--- config.mk ---
export PLATFORM = sky130hd
export DESIGN_NAME = ssra_slave
export DESIGN_NICKNAME = d
export VERILOG_FILES = /design/src/ssra_sync.v /design/src/ssra_cfg_bank.v /design/src/ssra_slave.v
export VERILOG_INCLUDE_DIRS = /design/src /design/src/common
export SDC_FILE = /design/constraint.sdc
export NUM_CORES = 1
export LEC_CHECK = 0
export BUFFER_PORTS_ARGS = -buffer_cell sky130_fd_sc_hd__buf_2
export CAP_MARGIN = 40
export CORE_MARGIN = 1.5
export CORE_UTILIZATION = 54
export DETAILED_ROUTE_END_ITERATION = 7
export MAX_ROUTING_LAYER = met4
export PLACE_DENSITY = 0.78
export SLEW_MARGIN = 20
export SYNTH_ARGS = -nofsm -noshare
export SYNTH_HDL_FRONTEND = slang
export SYNTH_SLANG_ARGS = --single-unit
--- constraint.sdc ---
create_clock -name clk_sys_i -period 2.4 [get_ports clk_sys_i]
set_clock_uncertainty 0.15 [all_clocks]
set_input_delay 0.48 -clock clk_sys_i [delete_from_list [all_inputs] [get_ports clk_sys_i]]
set_output_delay 0.48 -clock clk_sys_i [all_outputs]
set_load 0.005 [all_outputs]
--- src/common/ssra_regs.vh ---
// constants of the serial register access slave: command fields and widths
// assumes inclusion by bare name from the design files
`ifndef SSRA_REGS_VH
`define SSRA_REGS_VH
`define SSRA_BYTE_W 8
`define SSRA_BIT_CNT_W 3
`define SSRA_BIT_LAST 3'h7
`define SSRA_CMD_RW_BIT 0
`define SSRA_CMD_BANK_BIT 1
`define SSRA_CMD_HOLD_BIT 2
`define SSRA_CMD_RESET 8'h00
`define SSRA_PTR_RESET 8'h00
`define SSRA_SYNC_STAGES 2
`endif

--- src/ssra_sync.v ---
// two-flop synchroniser for one asynchronous level
// assumes the input may change at any time relative to clk_sys_i
`timescale 1ns/10ps
`default_nettype none
module ssra_sync #(
   parameter RESET_VAL = 1'b0
) (
   input wire clk_sys_i,
   input wire nrst_i,
   input wire async_i,
   output reg sync_o
);
   reg meta_reg;
   always @(posedge clk_sys_i or negedge nrst_i)
   begin
      if (!nrst_i)
      begin
         meta_reg <= RESET_VAL;
         sync_o <= RESET_VAL;
      end
      else
      begin
         meta_reg <= async_i;
         sync_o <= meta_reg;
      end
   end
endmodule
`default_nettype wire

--- src/ssra_cfg_bank.v ---
// configuration register bank: byte-wide writable registers with defaults
// assumes write strobe and index come from the controller on the same clock
`timescale 1ns/10ps
`default_nettype none
`include "ssra_regs.vh"
module ssra_cfg_bank #(
   parameter NUM = 4,
   parameter IDX_W = 2,
   parameter [NUM*8-1:0] DEFAULTS = {NUM*8{1'b0}}
) (
   input wire clk_sys_i,
   input wire nrst_i,
   input wire wr_i,
   input wire [IDX_W-1:0] idx_i,
   input wire [`SSRA_BYTE_W-1:0] wdata_i,
   output reg [NUM*8-1:0] cfg_o
);
   integer i;
   always @(posedge clk_sys_i or negedge nrst_i)
   begin
      if (!nrst_i)
         cfg_o <= DEFAULTS;
      else if (wr_i)
      begin
         for (i = 0; i < NUM; i = i + 1)
            if (idx_i == i[IDX_W-1:0])
               cfg_o[i*8 +: 8] <= wdata_i;
      end
   end
endmodule
`default_nettype wire

--- src/ssra_slave.v ---
// serial register access slave: header, sequential byte access to two banks
// assumes system clock at least six times the serial clock; pins asynchronous
`timescale 1ns/10ps
`default_nettype none
`include "ssra_regs.vh"
module ssra_slave #(
   parameter NUM_CFG = 4,
   parameter CFG_INDEX_BITS = 2,
   parameter NUM_STAT = 4,
   parameter STAT_INDEX_BITS = 2,
   parameter CPOL = 0,
   parameter CPHA = 0,
   parameter [NUM_CFG*8-1:0] CFG_DEFAULTS = {NUM_CFG*8{1'b0}}
) (
   input wire clk_sys_i,
   input wire nrst_i,
   input wire sclk_i,
   input wire ss_n_i,
   input wire mosi_i,
   output reg miso_o,
   output reg miso_oe_o,
   output reg command_write_strobe_o,
   output reg addr_write_strobe_o,
   output reg cfg_write_strobe_o,
   output reg cfg_read_strobe_o,
   output reg stat_read_strobe_o,
   output reg [7:0] transfer_command_o,
   output reg [7:0] register_pointer_o,
   output wire [NUM_CFG*8-1:0] cfg_o,
   input wire [NUM_STAT*8-1:0] stat_i
);
   // ==========================================================
   // state codes
   localparam [2:0] ST_CMD = 3'h1;
   localparam [2:0] ST_ADDR = 3'h2;
   localparam [2:0] ST_DATA = 3'h4;
   // sample on rising edge when polarity equals phase
   localparam SAMPLE_RISE = (CPOL == CPHA);

   // ==========================================================
   // synchronisers
   wire sclk_s;
   wire ss_n_s;
   wire mosi_s;
   ssra_sync #(.RESET_VAL(CPOL[0])) u_sync_sclk (
      .clk_sys_i(clk_sys_i),
      .nrst_i(nrst_i),
      .async_i(sclk_i),
      .sync_o(sclk_s)
   );
   ssra_sync #(.RESET_VAL(1'b1)) u_sync_ss (
      .clk_sys_i(clk_sys_i),
      .nrst_i(nrst_i),
      .async_i(ss_n_i),
      .sync_o(ss_n_s)
   );
   ssra_sync #(.RESET_VAL(1'b0)) u_sync_mosi (
      .clk_sys_i(clk_sys_i),
      .nrst_i(nrst_i),
      .async_i(mosi_i),
      .sync_o(mosi_s)
   );

   // ==========================================================
   // edge detection on synchronised samples
   reg sclk_d_reg;
   reg ss_d_reg;
   always @(posedge clk_sys_i or negedge nrst_i)
   begin
      if (!nrst_i)
      begin
         sclk_d_reg <= CPOL[0];
         ss_d_reg <= 1'b1;
      end
      else
      begin
         sclk_d_reg <= sclk_s;
         ss_d_reg <= ss_n_s;
      end
   end
   wire rise = sclk_s & ~sclk_d_reg;
   wire fall = ~sclk_s & sclk_d_reg;
   wire sample_edge = SAMPLE_RISE ? rise : fall;
   wire shift_edge = SAMPLE_RISE ? fall : rise;
   wire ss_start = ss_d_reg & ~ss_n_s;
   wire active = ~ss_n_s;

   // ==========================================================
   // sequencer
   reg [2:0] state_reg;
   reg [`SSRA_BIT_CNT_W-1:0] bit_cnt_reg;
   reg [6:0] shift_reg;
   reg [7:0] tx_reg;
   reg tx_first_reg;
   reg cfg_wr;
   wire [7:0] byte_in = {shift_reg, mosi_s};
   wire byte_done = active & sample_edge & (bit_cnt_reg == `SSRA_BIT_LAST);
   wire is_read = transfer_command_o[`SSRA_CMD_RW_BIT];
   wire is_stat = transfer_command_o[`SSRA_CMD_BANK_BIT];
   wire hold_ptr = transfer_command_o[`SSRA_CMD_HOLD_BIT];
   wire [CFG_INDEX_BITS-1:0] cfg_idx = register_pointer_o[CFG_INDEX_BITS-1:0];
   wire [STAT_INDEX_BITS-1:0] stat_idx = register_pointer_o[STAT_INDEX_BITS-1:0];
   wire [7:0] cfg_byte = cfg_o[cfg_idx*8 +: 8];
   wire [7:0] stat_byte = stat_i[stat_idx*8 +: 8];
   wire [7:0] rd_byte = is_stat ? stat_byte : cfg_byte;
   // pointer wraps inside the bank since only the index bits are kept
   wire [7:0] bank_mask = is_stat ? ((8'h01 << STAT_INDEX_BITS) - 8'h01)
                                  : ((8'h01 << CFG_INDEX_BITS) - 8'h01);
   wire [7:0] ptr_inc = (register_pointer_o + 8'h01) & bank_mask;

   always @(posedge clk_sys_i or negedge nrst_i)
   begin
      if (!nrst_i)
      begin
         state_reg <= ST_CMD;
         bit_cnt_reg <= {`SSRA_BIT_CNT_W{1'b0}};
         shift_reg <= 7'h00;
         tx_reg <= 8'h00;
         tx_first_reg <= 1'b0;
         transfer_command_o <= `SSRA_CMD_RESET;
         register_pointer_o <= `SSRA_PTR_RESET;
         miso_o <= 1'b0;
         miso_oe_o <= 1'b0;
         cfg_wr <= 1'b0;
         command_write_strobe_o <= 1'b0;
         addr_write_strobe_o <= 1'b0;
         cfg_write_strobe_o <= 1'b0;
         cfg_read_strobe_o <= 1'b0;
         stat_read_strobe_o <= 1'b0;
      end
      else
      begin
         // strobes default low so each lasts a single cycle
         command_write_strobe_o <= 1'b0;
         addr_write_strobe_o <= 1'b0;
         cfg_write_strobe_o <= 1'b0;
         cfg_read_strobe_o <= 1'b0;
         stat_read_strobe_o <= 1'b0;
         cfg_wr <= 1'b0;
         tx_first_reg <= 1'b0;
         if (!active || ss_start)
         begin
            state_reg <= ST_CMD;
            bit_cnt_reg <= {`SSRA_BIT_CNT_W{1'b0}};
            miso_oe_o <= 1'b0;
         end
         else
         begin
            if (sample_edge)
            begin
               shift_reg <= byte_in[6:0];
               bit_cnt_reg <= bit_cnt_reg + 3'h1;
            end
            // first read bit must be on the line before the first edge with phase 0
            if (tx_first_reg && !CPHA)
               miso_o <= tx_reg[7];
            else if (shift_edge && miso_oe_o)
            begin
               miso_o <= tx_reg[7];
               tx_reg <= {tx_reg[6:0], 1'b0};
            end
            if (byte_done)
            begin
               case (state_reg)
                  ST_CMD:
                  begin
                     transfer_command_o <= byte_in;
                     command_write_strobe_o <= 1'b1;
                     state_reg <= ST_ADDR;
                  end
                  ST_ADDR:
                  begin
                     register_pointer_o <= byte_in;
                     addr_write_strobe_o <= 1'b1;
                     state_reg <= ST_DATA;
                  end
                  ST_DATA:
                  begin
                     // status writes fall through as dummy bytes
                     if (!is_read && !is_stat)
                     begin
                        cfg_wr <= 1'b1;
                        cfg_write_strobe_o <= 1'b1;
                     end
                     if (is_read && !is_stat)
                        cfg_read_strobe_o <= 1'b1;
                     if (is_read && is_stat)
                        stat_read_strobe_o <= 1'b1;
                     if (!hold_ptr)
                        register_pointer_o <= ptr_inc;
                  end
                  default:
                     state_reg <= ST_CMD;
               endcase
            end
            else if (state_reg == ST_DATA && is_read && bit_cnt_reg == 3'h0 &&
                     !miso_oe_o)
            begin
               // load the addressed byte once the pointer has settled
               tx_reg <= rd_byte;
               tx_first_reg <= 1'b1;
               miso_oe_o <= 1'b1;
            end
            else if (state_reg == ST_DATA && is_read && byte_done == 1'b0 &&
                     bit_cnt_reg == 3'h0 && miso_oe_o && shift_edge)
            begin
               // reload next byte on the first shift edge of each byte
               miso_o <= rd_byte[7];
               tx_reg <= {rd_byte[6:0], 1'b0};
            end
         end
      end
   end

   // ==========================================================
   // configuration bank; write data is the byte just completed
   reg [7:0] wdata_reg;
   reg [CFG_INDEX_BITS-1:0] widx_reg;
   always @(posedge clk_sys_i or negedge nrst_i)
   begin
      if (!nrst_i)
      begin
         wdata_reg <= 8'h00;
         widx_reg <= {CFG_INDEX_BITS{1'b0}};
      end
      else if (byte_done)
      begin
         wdata_reg <= byte_in;
         widx_reg <= cfg_idx;
      end
   end
   ssra_cfg_bank #(
      .NUM(NUM_CFG),
      .IDX_W(CFG_INDEX_BITS),
      .DEFAULTS(CFG_DEFAULTS)
   ) u_cfg (
      .clk_sys_i(clk_sys_i),
      .nrst_i(nrst_i),
      .wr_i(cfg_wr),
      .idx_i(widx_reg),
      .wdata_i(wdata_reg),
      .cfg_o(cfg_o)
   );
   // a bank change only takes effect through a fresh header in a new frame
endmodule
`default_nettype wire

# Word level (Yosys, flattened, before mapping)
# Cells that the tools add are included.
[word_totals]
register_bits = 95
latchBits = 0
ram_bits = 0
mem_bits_ro = 0
inputBits = 37
out_inout_bits = 55
elab_cells = 124
mem_count = 0
[op_classes]
addsub = 2
mul = 0
div = 0
order_cmp = 0
n_eq_ne = 10
n_shift = 2
n_mux = 42
bitwise_logic = 10
reduce_logical = 30
[op_table]
columns = ["cell", "n"]
rows = [
  ["variable part select 32 x 6 -> 8 bit", 2],
  ["two-way mux 8 bit", 7],
  ["two-way mux 1 bit", 29],
  ["case mux 8 bit (2 select lines)", 1],
  ["AND reduction 2 bit", 7],
  ["two-way mux 3 bit", 4],
  ["logical AND 1 bit", 11],
  ["case mux 3 bit (3 select lines)", 1],
  ["nonzero test 2 bit", 4],
  ["equality test 3 bit, second input constant", 2],
  ["AND 1 bit", 5],
  ["NOT 1 bit", 5],
  ["equality test 2 bit, second input constant", 2],
  ["!= test 2 bit, second input constant", 2],
  ["AND reduction 4 bit", 1],
  ["adder 3 x 1 -> 3 bit, second input constant", 1],
  ["equality test 3 x 1 -> 1 bit, second input constant", 1],
  ["equality test 3 x 2 -> 1 bit, second input constant", 1],
  ["logical NOT 1 bit", 3],
  ["logical NOT 3 bit", 1],
  ["AND reduction 3 bit", 1],
  ["adder 2 x 1 -> 2 bit, second input constant", 1],
  ["equality test 2 x 1 -> 1 bit, second input constant", 1],
  ["logical NOT 2 bit", 1],
  ["2 further kinds", 2],
]

# Logic depth before layout (Yosys ltp)
# Gate-level depths: netlist (run 1).
[depth]
depth_word = 12
mapped_depth = 7
depth_no_buf = 6

# Cells and area by module
# From an unflattened synthesis (run 1), not the netlist that was laid out.
[unflattened]
cells_unflattened = 328
hier_area_um2 = 4287.9
[by_module_without_submodules]
columns = ["module", "instances", "cells_each", "area_each_um2", "seq_area_each_um2"]
rows = [
  ["ssra_slave", 1, 254, 2922.8, 1428.9],
  ["ssra_cfg_bank", 1, 68, 1212.4, 800.8],
  ["ssra_sync at u_sync_mosi ...", 2, 2, 50.0, 50.0],
  ["ssra_sync at u_sync_ss", 1, 2, 52.6, 52.6],
]

# Worst setup path after synthesis (run 1)
# Ideal clock, no wire load.
[synth_timing]
kind = "register -> register"
start = "register transfer_command_o[1]"
end = "register tx_reg[7]"
setup_time_ns = 0.130
arrival_time_ns = 1.857
t_required_ns = 2.120
slack_ns = 0.264
stages_incl_launch_ff = 6
n_path_buf = 1
period_less_slack_ns = 2.136
path_cell_list = "dfrtp_1 -> clkbuf_1 -> mux4_2 -> mux2_2 -> a32oi_1 -> nand3_1"
[synth_between]
elab_chain_cells = 4
[synth_rtl]
columns = ["item", "line_no", "rtl"]
rows = [
  ["from (decl)", "ssra_slave.v:27", "output reg [7:0] transfer_command_o,"],
  ["from (signal assigned)", "ssra_slave.v:120", "transfer_command_o <= `SSRA_CMD_RESET;"],
  ["from (signal assigned)", "ssra_slave.v:167", "transfer_command_o <= byte_in;"],
  ["two-way mux 8 bit (*)", "ssra_slave.v:105", "wire [7:0] rd_byte = is_stat ? stat_byte : cfg_byte;"],
  ["two-way mux 8 bit", "ssra_slave.v:204", "else if (state_reg == ST_DATA && is_read && byte_done == 1'b0 &&"],
  ["two-way mux 8 bit (*)", "ssra_slave.v:196", "else if (state_reg == ST_DATA && is_read && bit_cnt_reg == 3'h0 &&"],
  ["two-way mux 8 bit (*)", "ssra_slave.v:162", "if (byte_done)"],
  ["to (signal assigned)", "ssra_slave.v:160", "tx_reg <= {tx_reg[6:0], 1'b0};"],
  ["to (signal assigned)", "ssra_slave.v:200", "tx_reg <= rd_byte;"],
  ["to (signal assigned)", "ssra_slave.v:209", "tx_reg <= {rd_byte[6:0], 1'b0};"],
  ["to (decl)", "ssra_slave.v:93", "reg [7:0] tx_reg;"],
]
# Mark *: on every way between the ends. The rest lies on a longest branch, timed or not.
# A chain may end at the register's enable or synchronous reset.

# Worst setup path in the final report (run 1)
[layout_timing]
start = "register state_reg[2]"
end = "register tx_reg[0]"
[layout_between]
elab_chain_cells = 9
elab_cells_between_ends = 11
classes_between = "1 x eq/ne; 3 x mux; 7 x reduce/logical"
[layout_rtl]
columns = ["item", "line_no", "rtl"]
rows = [
  ["from (decl)", "ssra_slave.v:90", "reg [2:0] state_reg;"],
  ["from (signal assigned)", "ssra_slave.v:115", "state_reg <= ST_CMD;"],
  ["from (signal assigned)", "ssra_slave.v:143", "state_reg <= ST_CMD;"],
  ["from (signal assigned)", "ssra_slave.v:169", "state_reg <= ST_ADDR;"],
  ["equality test 3 bit (*)", "ssra_slave.v:196, ssra_slave.v:204", ""],
  ["logical AND 1 bit (*)", "ssra_slave.v:196, ssra_slave.v:204", ""],
  ["logical AND 1 bit (2 in series)", "ssra_slave.v:204", ""],
  ["logical AND 1 bit (2 in series)", "ssra_slave.v:205", "bit_cnt_reg == 3'h0 && miso_oe_o && shift_edge)"],
  ["two-way mux 8 bit", "ssra_slave.v:204", ""],
  ["two-way mux 8 bit (*)", "ssra_slave.v:196", ""],
  ["two-way mux 8 bit (*)", "ssra_slave.v:162", ""],
]
# Marked as above.

==> impl_results.md, run 1 <==
- Worst-case headroom to the max-slew limit: approximately 45%
- Root Buffer: clkbuf_8
- Max FFs per register: 32
- Kind of start point of the critical path: register
- Power per Cell Area: 570 nW/µm²
- Power share of the combinational group: about 4.3%
- Launching point of the worst reg2reg path: state_reg[2]
- Synthesized cell area: 4300 µm²
- Post-CTS repair timing setup buffer count: 0
- Max H-tree Level: 3
- Final count of negative-setup-slack endpoints: 0
- Min-Delay Path Class: input pin to register
- Total Nets Final: around 440
- Number of cell instances on the worst register-to-register path: 4
- Logic depth of the worst setup path including buffers: 4
- Post-synthesis cell count: 300
- Register area share after synthesis: 55.4%
- Register area: between 2000 and 2500 µm²
- Grt ovf: 0
- Post-DRT Antenna Nets: 0
- Vias in the first global route: 3,008
- Sequential share of power: 58.0%
- Initial core utilization: approximately 56%
- Capturing point of the worst reg2reg path: tx_reg[0]
- Total CTS buffers: 9
- TritonCTS clock tree: done
- Max Root-Sink Buffers: 2
- YS warnings: 0
- Area share of the largest cell type after synthesis: 53.0%
- Number of antenna violations at the first check in global routing: 0
- Layout area overhead: 19.6%
- Net load switching power: 0.708 mW
- Final worst path period need: 2.30 ns
- Number of max-cap violations: 0
- Category of the critical setup timing path: register to register
- Total negative slack: 0 ns
- Core box area: 7730 µm²
- Chip height: between 90 and 100 µm
- Post-synthesis net count: 340
- Worst-path maximum fanout: 9
- Slowest stage delay, CP: between 0.6 and 0.7 ns
- Count of routing violations after the opening detailed-route iteration: ~170
- Count of pins over their slew limit: 0
- Post-synthesis cell type count: 43
- Weighted congestion reported at the end of routability-driven placement: 0.797
- Die Wd: slightly above 90 µm
- CP endpoint: tx_reg[0]
- Share of post-route cells with drive strength above 1: 51.8%
- DPL Wire Length: 6950 µm
- Clock-pin slew on the worst setup and hold paths: roughly 0.10 ns
- Router iterations before antenna repair: 4
- Endpoint kind of the worst setup timing path: register
- Die Footprint: 8510 µm²
- Unrepaired setup endpoints after global routing: false
- Fin area: 5140 µm²
- Leak pwr: 2.58 nW
- Area contributors post-synth: dfrtp_1 53%, mux2_2 17%, mux4_2 8.4%
- Area of the multi-input gates: roughly 1800 µm²
- Maximum number of pins on one net before global-route repair: 53
- Cells along the critical path: or3b_1 > nor4_4 > a21oi_1 > a21o_1
- Cell type contributing the most total cell area after synthesis: dfrtp_1
- Drc violations: 0
- Wire length after detailed routing: 10,100 µm
- Filler cell count: roughly 570
- PortBufs: between 90 and 100
- Via density: 5.88
- Clock group share of total power: 37.8%
- Gr usage total: 26.2%
- Most used cells in the layout excluding fill and tap cells: 91 x dfrtp_1, 90 x buf_2, 65 x mux2_2, 16 x mux4_2, 14 x nand2_1
- Routed len/inst: 19.7 µm
- Worst slew pin tran: ~0.83 ns
- Crit share post-route: 96.0%
- Number of placement rows: 32
- Post-DP Area: 4930 µm²
- Worst VDD drop: roughly 0.00042 V
- Switching power share of the total: about 24%
- DR vias: 3,006
- # diodes: 0
- Leading cell type in the layout, fill and taps excluded: dfrtp_1
- First-pass GRT wire length: 16,200 µm
- Run status: complete, no violations
- Post-CTS Resized: 0
- Skew-Pair Late Insertion Delay: 0.37 ns
- Data required time of the worst path: 2.51 ns
- Number of I/O pins: 92
- Buffering stage count on the worst path with inverters included: 0
- Clock Sinks: 95
- Number of buffers inserted by hold repair at cts: 1
- Largest delay contributor family on the critical path: simple AND/OR/NAND/NOR gates
- Seq cells post-synth: between 90 and 100
- Largest Register: u_cfg.cfg_o
- Endpoint arrival time on the critical path: 2.41 ns
- Average cell area after synthesis: 14.3 µm²
- Worst path slowest cell: nor4_4
- Achievable Freq: between 400 and 500 MHz
- CP startpoint: state_reg[2]
- Cell internal pwr: 2.22 mW
- Final Hold Viols: 0
- R2R Setup Slk: 0.1 ns
-- cells in the mapped netlist (all sizes together) --
cell type / n
nor3b: 4
nor2b: 1
nand3: 11
mux2: 65
a2111o: 1
o211ai: 1
a32oi: 7
clkinv: 1
mux4: 16
buf: 7
a21oi: 4
inv: 4
nor3: 2
clkbuf: 4
mux2i: 5
a21o: 2
or3b: 2
nor4: 3
and4bb: 1
o31ai: 1
a2bb2oi: 2
xnor2: 1
and3b: 2
a22o: 6
nand4: 1
nand2b: 1
or3: 1
a2111oi: 1
or2: 1
nand2: 14
nand3b: 5
nor2: 11
dfrtp: 91
and2: 1
dfstp: 4
o21ai: 13
ha: 3
-- per-stage QoR --
step | hold WS [ns] | power, mW | instances | setup slack (ns) | utilization (%)
detailed placement | 0.186 | 1.86 | 494 | 0.206 | 63.8
CTS | 0.0391 | 2.95 | 511 | 0.154 | 66.6
finish | 0.0482 | 2.93 | 511 | 0.0970 | 66.6
global placement | 0.183 | 1.85 | 494 | 0.198 | 63.8
floorplan | 0.0344 | 1.75 | 300 | 0.264 | -
global route | 0.0288 | 3.02 | 511 | 0.0190 | 66.6
-- layout make-up --
class	count	share of cell area (%)
Clock inverter	5	1.29
Inverter	5	0.365
Multi-Input combinational cell	189	35.7
Sequential cell	95	46.3
Tap cell	102	2.48
Clock buffer	11	2.75
Timing Repair Buffer	104	11.1
-- power by group through the flow --
stage / sequential [mW] / combinational (mW) / clock, mW
floorplan: 1.70 / 0.0472 / 0
global placement: 1.73 / 0.123 / 0
detailed placement: 1.73 / 0.126 / 0
CTS: 1.70 / 0.128 / 1.12
global route: 1.70 / 0.139 / 1.18
finish: 1.70 / 0.125 / 1.11
-- cell families (layout without fill, tap and decap cells) --
logic type,Yosys count,after routing,synth area share [%]
DFF,95,95,55.4
muxes,86,86,26.6
and+or+nand+nor,61,61,8.76
AOI/OAI and AO/OA,38,38,6.34
buffers and inverters,16,125,1.86
adders and majority gates,3,3,0.873
xor gates and xnor gates,1,1,0.204
-- per-layer routing --
metal	part of all wire [%]	up-vias	global-route usage, %
met3	5.2	15	5.06
met4	1.8	0	10.3
met1	44	1569	34.8
li1	-	1335	-
met5	0	-	-
met2	49	87	40.2
-- how the worst min path moves through the flow --
stage	from	end	slack, ns	cells after the start
5_1_grt	ss_n_i	u_sync_ss.meta_reg	0.03	1
3_5_place_dp	u_sync_sclk.meta_reg	u_sync_sclk.sync_o	0.19	0
2_1_floorplan	nrst_i	addr_write_strobe_o	0.03	0
3_3_place_gp	u_sync_mosi.meta_reg	u_sync_mosi.sync_o	0.18	0
6_report	ss_n_i	u_sync_ss.meta_reg	0.05	1
4_1_cts	ss_n_i	u_sync_ss.meta_reg	0.04	1
No activity file was read; power rests on OpenSTA's default activity.
==> run 2: changes to the inputs <==
--- a/config.mk
+++ b/config.mk
@@ -11,6 +11,7 @@
 export CORE_MARGIN = 1.5
 export CORE_UTILIZATION = 54
 export DETAILED_ROUTE_END_ITERATION = 7
+export GPL_TIMING_DRIVEN = 0
 export MAX_ROUTING_LAYER = met4
 export PLACE_DENSITY = 0.78
 export SLEW_MARGIN = 20
==> run 2 against run 1 <==
- global-route usage is 1.4 points lower
- highest routed layer unchanged
- critical path depth is 1 higher
- largest power group unchanged
- die area unchanged
- register-to-register slack better by 0.03 ns
- via count is 1.7% lower
- count of clock-buffer cells in the layout shrank 2
- maximum frequency rose by 1.4%
- non-clock buffer count up 2
- sequential cell count unchanged
- final cell count is 0.39% higher
- combinational power shrank 4%
- total power shrank 0.58%
==> impl_results.md, run 2 (synthesis results as in run 1) <==
- Number of max-cap violations: 0
- Switching power share of the total: between 20% and 30%
- Power share of the combinational group: 4.1%
- Worst path slowest cell: mux4_2
- Count of pins over their slew limit: 0
- Number of placement rows: 32
- Routed len/inst: 18.5 µm
- Die Wd: 92.2 µm
- Kind of start point of the critical path: register
- Count of routing violations after the opening detailed-route iteration: 132
- Final Hold Viols: 0
- Via density: ~5.8
- Router iterations before antenna repair: 4
- Number of I/O pins: 92
- Endpoint kind of the worst setup timing path: register
- Chip height: a little over 90 µm
- DPL Wire Length: 6710 µm
- Clock Sinks: 95
- Skew-Pair Late Insertion Delay: 0.36 ns
- Fin area: 5160 µm²
- Share of the core filled with cells in the final layout: 66.7%
- Vias in the first global route: 2,845
- Total power consumption of the routed design: 2.91 mW
- Post-DP Area: slightly below 5000 µm²
- Die Footprint: 8510 µm²
- Worst slew pin tran: 0.738 ns
- DR vias: 2,954
- Achievable Freq: 440 MHz
- Sequential share of power: 58.1%
- Core box area: a little under 8000 µm²
- Crit share post-route: a little over nine tenths
- Min-Delay Path Class: input pin to register
- Buffering stage count on the worst path with inverters included: 1
- Final count of negative-setup-slack endpoints: 0
- Category of the critical setup timing path: register to register
- Worst Hold Slack: 0.0646 ns
- Leading cell type in the layout, fill and taps excluded: buf_2
- Endpoint arrival time on the critical path: roughly 2.4 ns
- Maximum number of pins on one net before global-route repair: 75
- Initial core utilization: between 50% and 60%
- Total CTS buffers: 9
- Post-DRT Antenna Nets: 0
- Cells along the critical path: clkbuf_2 > mux4_2 > mux2_2 > a32oi_1 > nand3_1
- Unrepaired setup endpoints after global routing: false
- Max FFs per register: 32
- # diodes: 0
- Number of antenna violations at the first check in global routing: 0
- Worst-path maximum fanout: 10
- PortBufs: approximately 90
- Wire length after detailed routing: 9500 µm
- Net load switching power: 0.711 mW
- Clock group share of total power: 37.8%
- Max H-tree Level: 3
- Most used cells in the layout excluding fill and tap cells: 94 x buf_2, 91 x dfrtp_1, 65 x mux2_2, 16 x mux4_2, 14 x nand2_1
- Leak pwr: 2.58 nW
- Cell internal pwr: between 2 and 2.5 mW
- Run status: complete, no violations
- Clock-pin slew on the worst setup and hold paths: 0.10 ns
- First-pass GRT wire length: 15,500 µm
- Final worst path period need: 2.27 ns
- Final std cells w/o fill: 513
- Layout area overhead: 19.9%
- Max Root-Sink Buffers: 2
- # placed instances: between 400 and 500
- Power per Cell Area: roughly 570 nW/µm²
- Drc violations: 0
- Total Nets Final: 446
- Grt ovf: 0
- Largest delay contributor family on the critical path: multiplexers
- Largest Register: u_cfg.cfg_o
- Share of post-route cells with drive strength above 1: 51.6%
- Worst VDD drop: 0.000286 V
- Gr usage total: 24.9%
- Data required time of the worst path: 2.48 ns
- Worst-case headroom to the max-slew limit: 50.4%
- Slowest stage delay, CP: 0.56 ns
- TritonCTS clock tree: done
- Weighted congestion reported at the end of routability-driven placement: 0.785
- Root Buffer: clkbuf_8
[run 2: cell count changes in the layout (fill, tap and decap cells not counted), moves of 2 or more]
cell      before  now
buf_2         90   94
buf_4         12    2
clkbuf_1       1    3
buf_6          0    3
[run 2: layer usage]
layer  vias to the layer above  global-route usage (%)  share of wire, %
met1                      1516                    34.2                44
met5                         -                       -                 0
met3                        13                    3.73               3.7
met2                        81                    38.3                51
li1                       1344                       -                 -
met4                         0                    8.46               1.2
[run 2: area by class of cell]
class                      count  area, µm²
buffer                        11       66.3
inverter                       5       18.8
tap                          102        128
fill                         576       2570
multi-input combinational    189       1840
clock inverter                 7       86.3
clock buffer                   9        124
sequential                    95       2380
timing repair buffer          95        514
[run 2: through the flow]
stage	setup WS [ns]	setup TNS, ns
6_report	0.128	0
5_1_grt	0.0267	0
4_1_cts	0.0547	0
3_5_place_dp	-0.130	-0.300
3_3_place_gp	-0.187	-16.76
2_1_floorplan	0.264	0
[run 2: repair_timing]
item | CTS | global route
gates resized for setup | 2 | 1
endpoints found under the hold margin | 17 | 0
endpoints found under the setup margin | 12 | 1
buffers inserted | 1 | 1
pin swaps | 1 | 1
hold buffers | 1 | 0
[run 2: worst paths after layout]
| path | cells past startpoint | end | slack (ns) | start |
|---|---|---|---|---|
| hold / removal | 1 | u_sync_ss.meta_reg | 0.06 | ss_n_i |
| hold reg to reg | 0 | u_sync_mosi.sync_o | 0.21 | u_sync_mosi.meta_reg |
| min in group asynchronous | 2 | state_reg[1] | 0.38 | nrst_i |
| max in group asynchronous | 3 | tx_reg[3] | 1.12 | nrst_i |
| setup / recovery | 5 | tx_reg[7] | 0.13 | transfer_command_o[1] |
| setup reg to reg | 5 | tx_reg[7] | 0.13 | transfer_command_o[1] |
[run 2: worst reg2reg max path, cell delays in order, from the launching register on]
cell and delay [ns]:
dfrtp_1 0.43, clkbuf_2 0.35, mux4_2 0.56, mux2_2 0.32, a32oi_1 0.24, nand3_1 0.10
[run 2: power by group through the flow]
| stage | Combinational [mW] | Clock, mW | Sequential [mW] |
|---|---|---|---|
| after detailed placement | 0.121 | 0 | 1.73 |
| after global routing | 0.135 | 1.19 | 1.70 |
| final | 0.120 | 1.10 | 1.69 |
| after floorplan | 0.0472 | 0 | 1.70 |
| after CTS | 0.123 | 1.12 | 1.69 |
| after global placement | 0.109 | 0 | 1.72 |
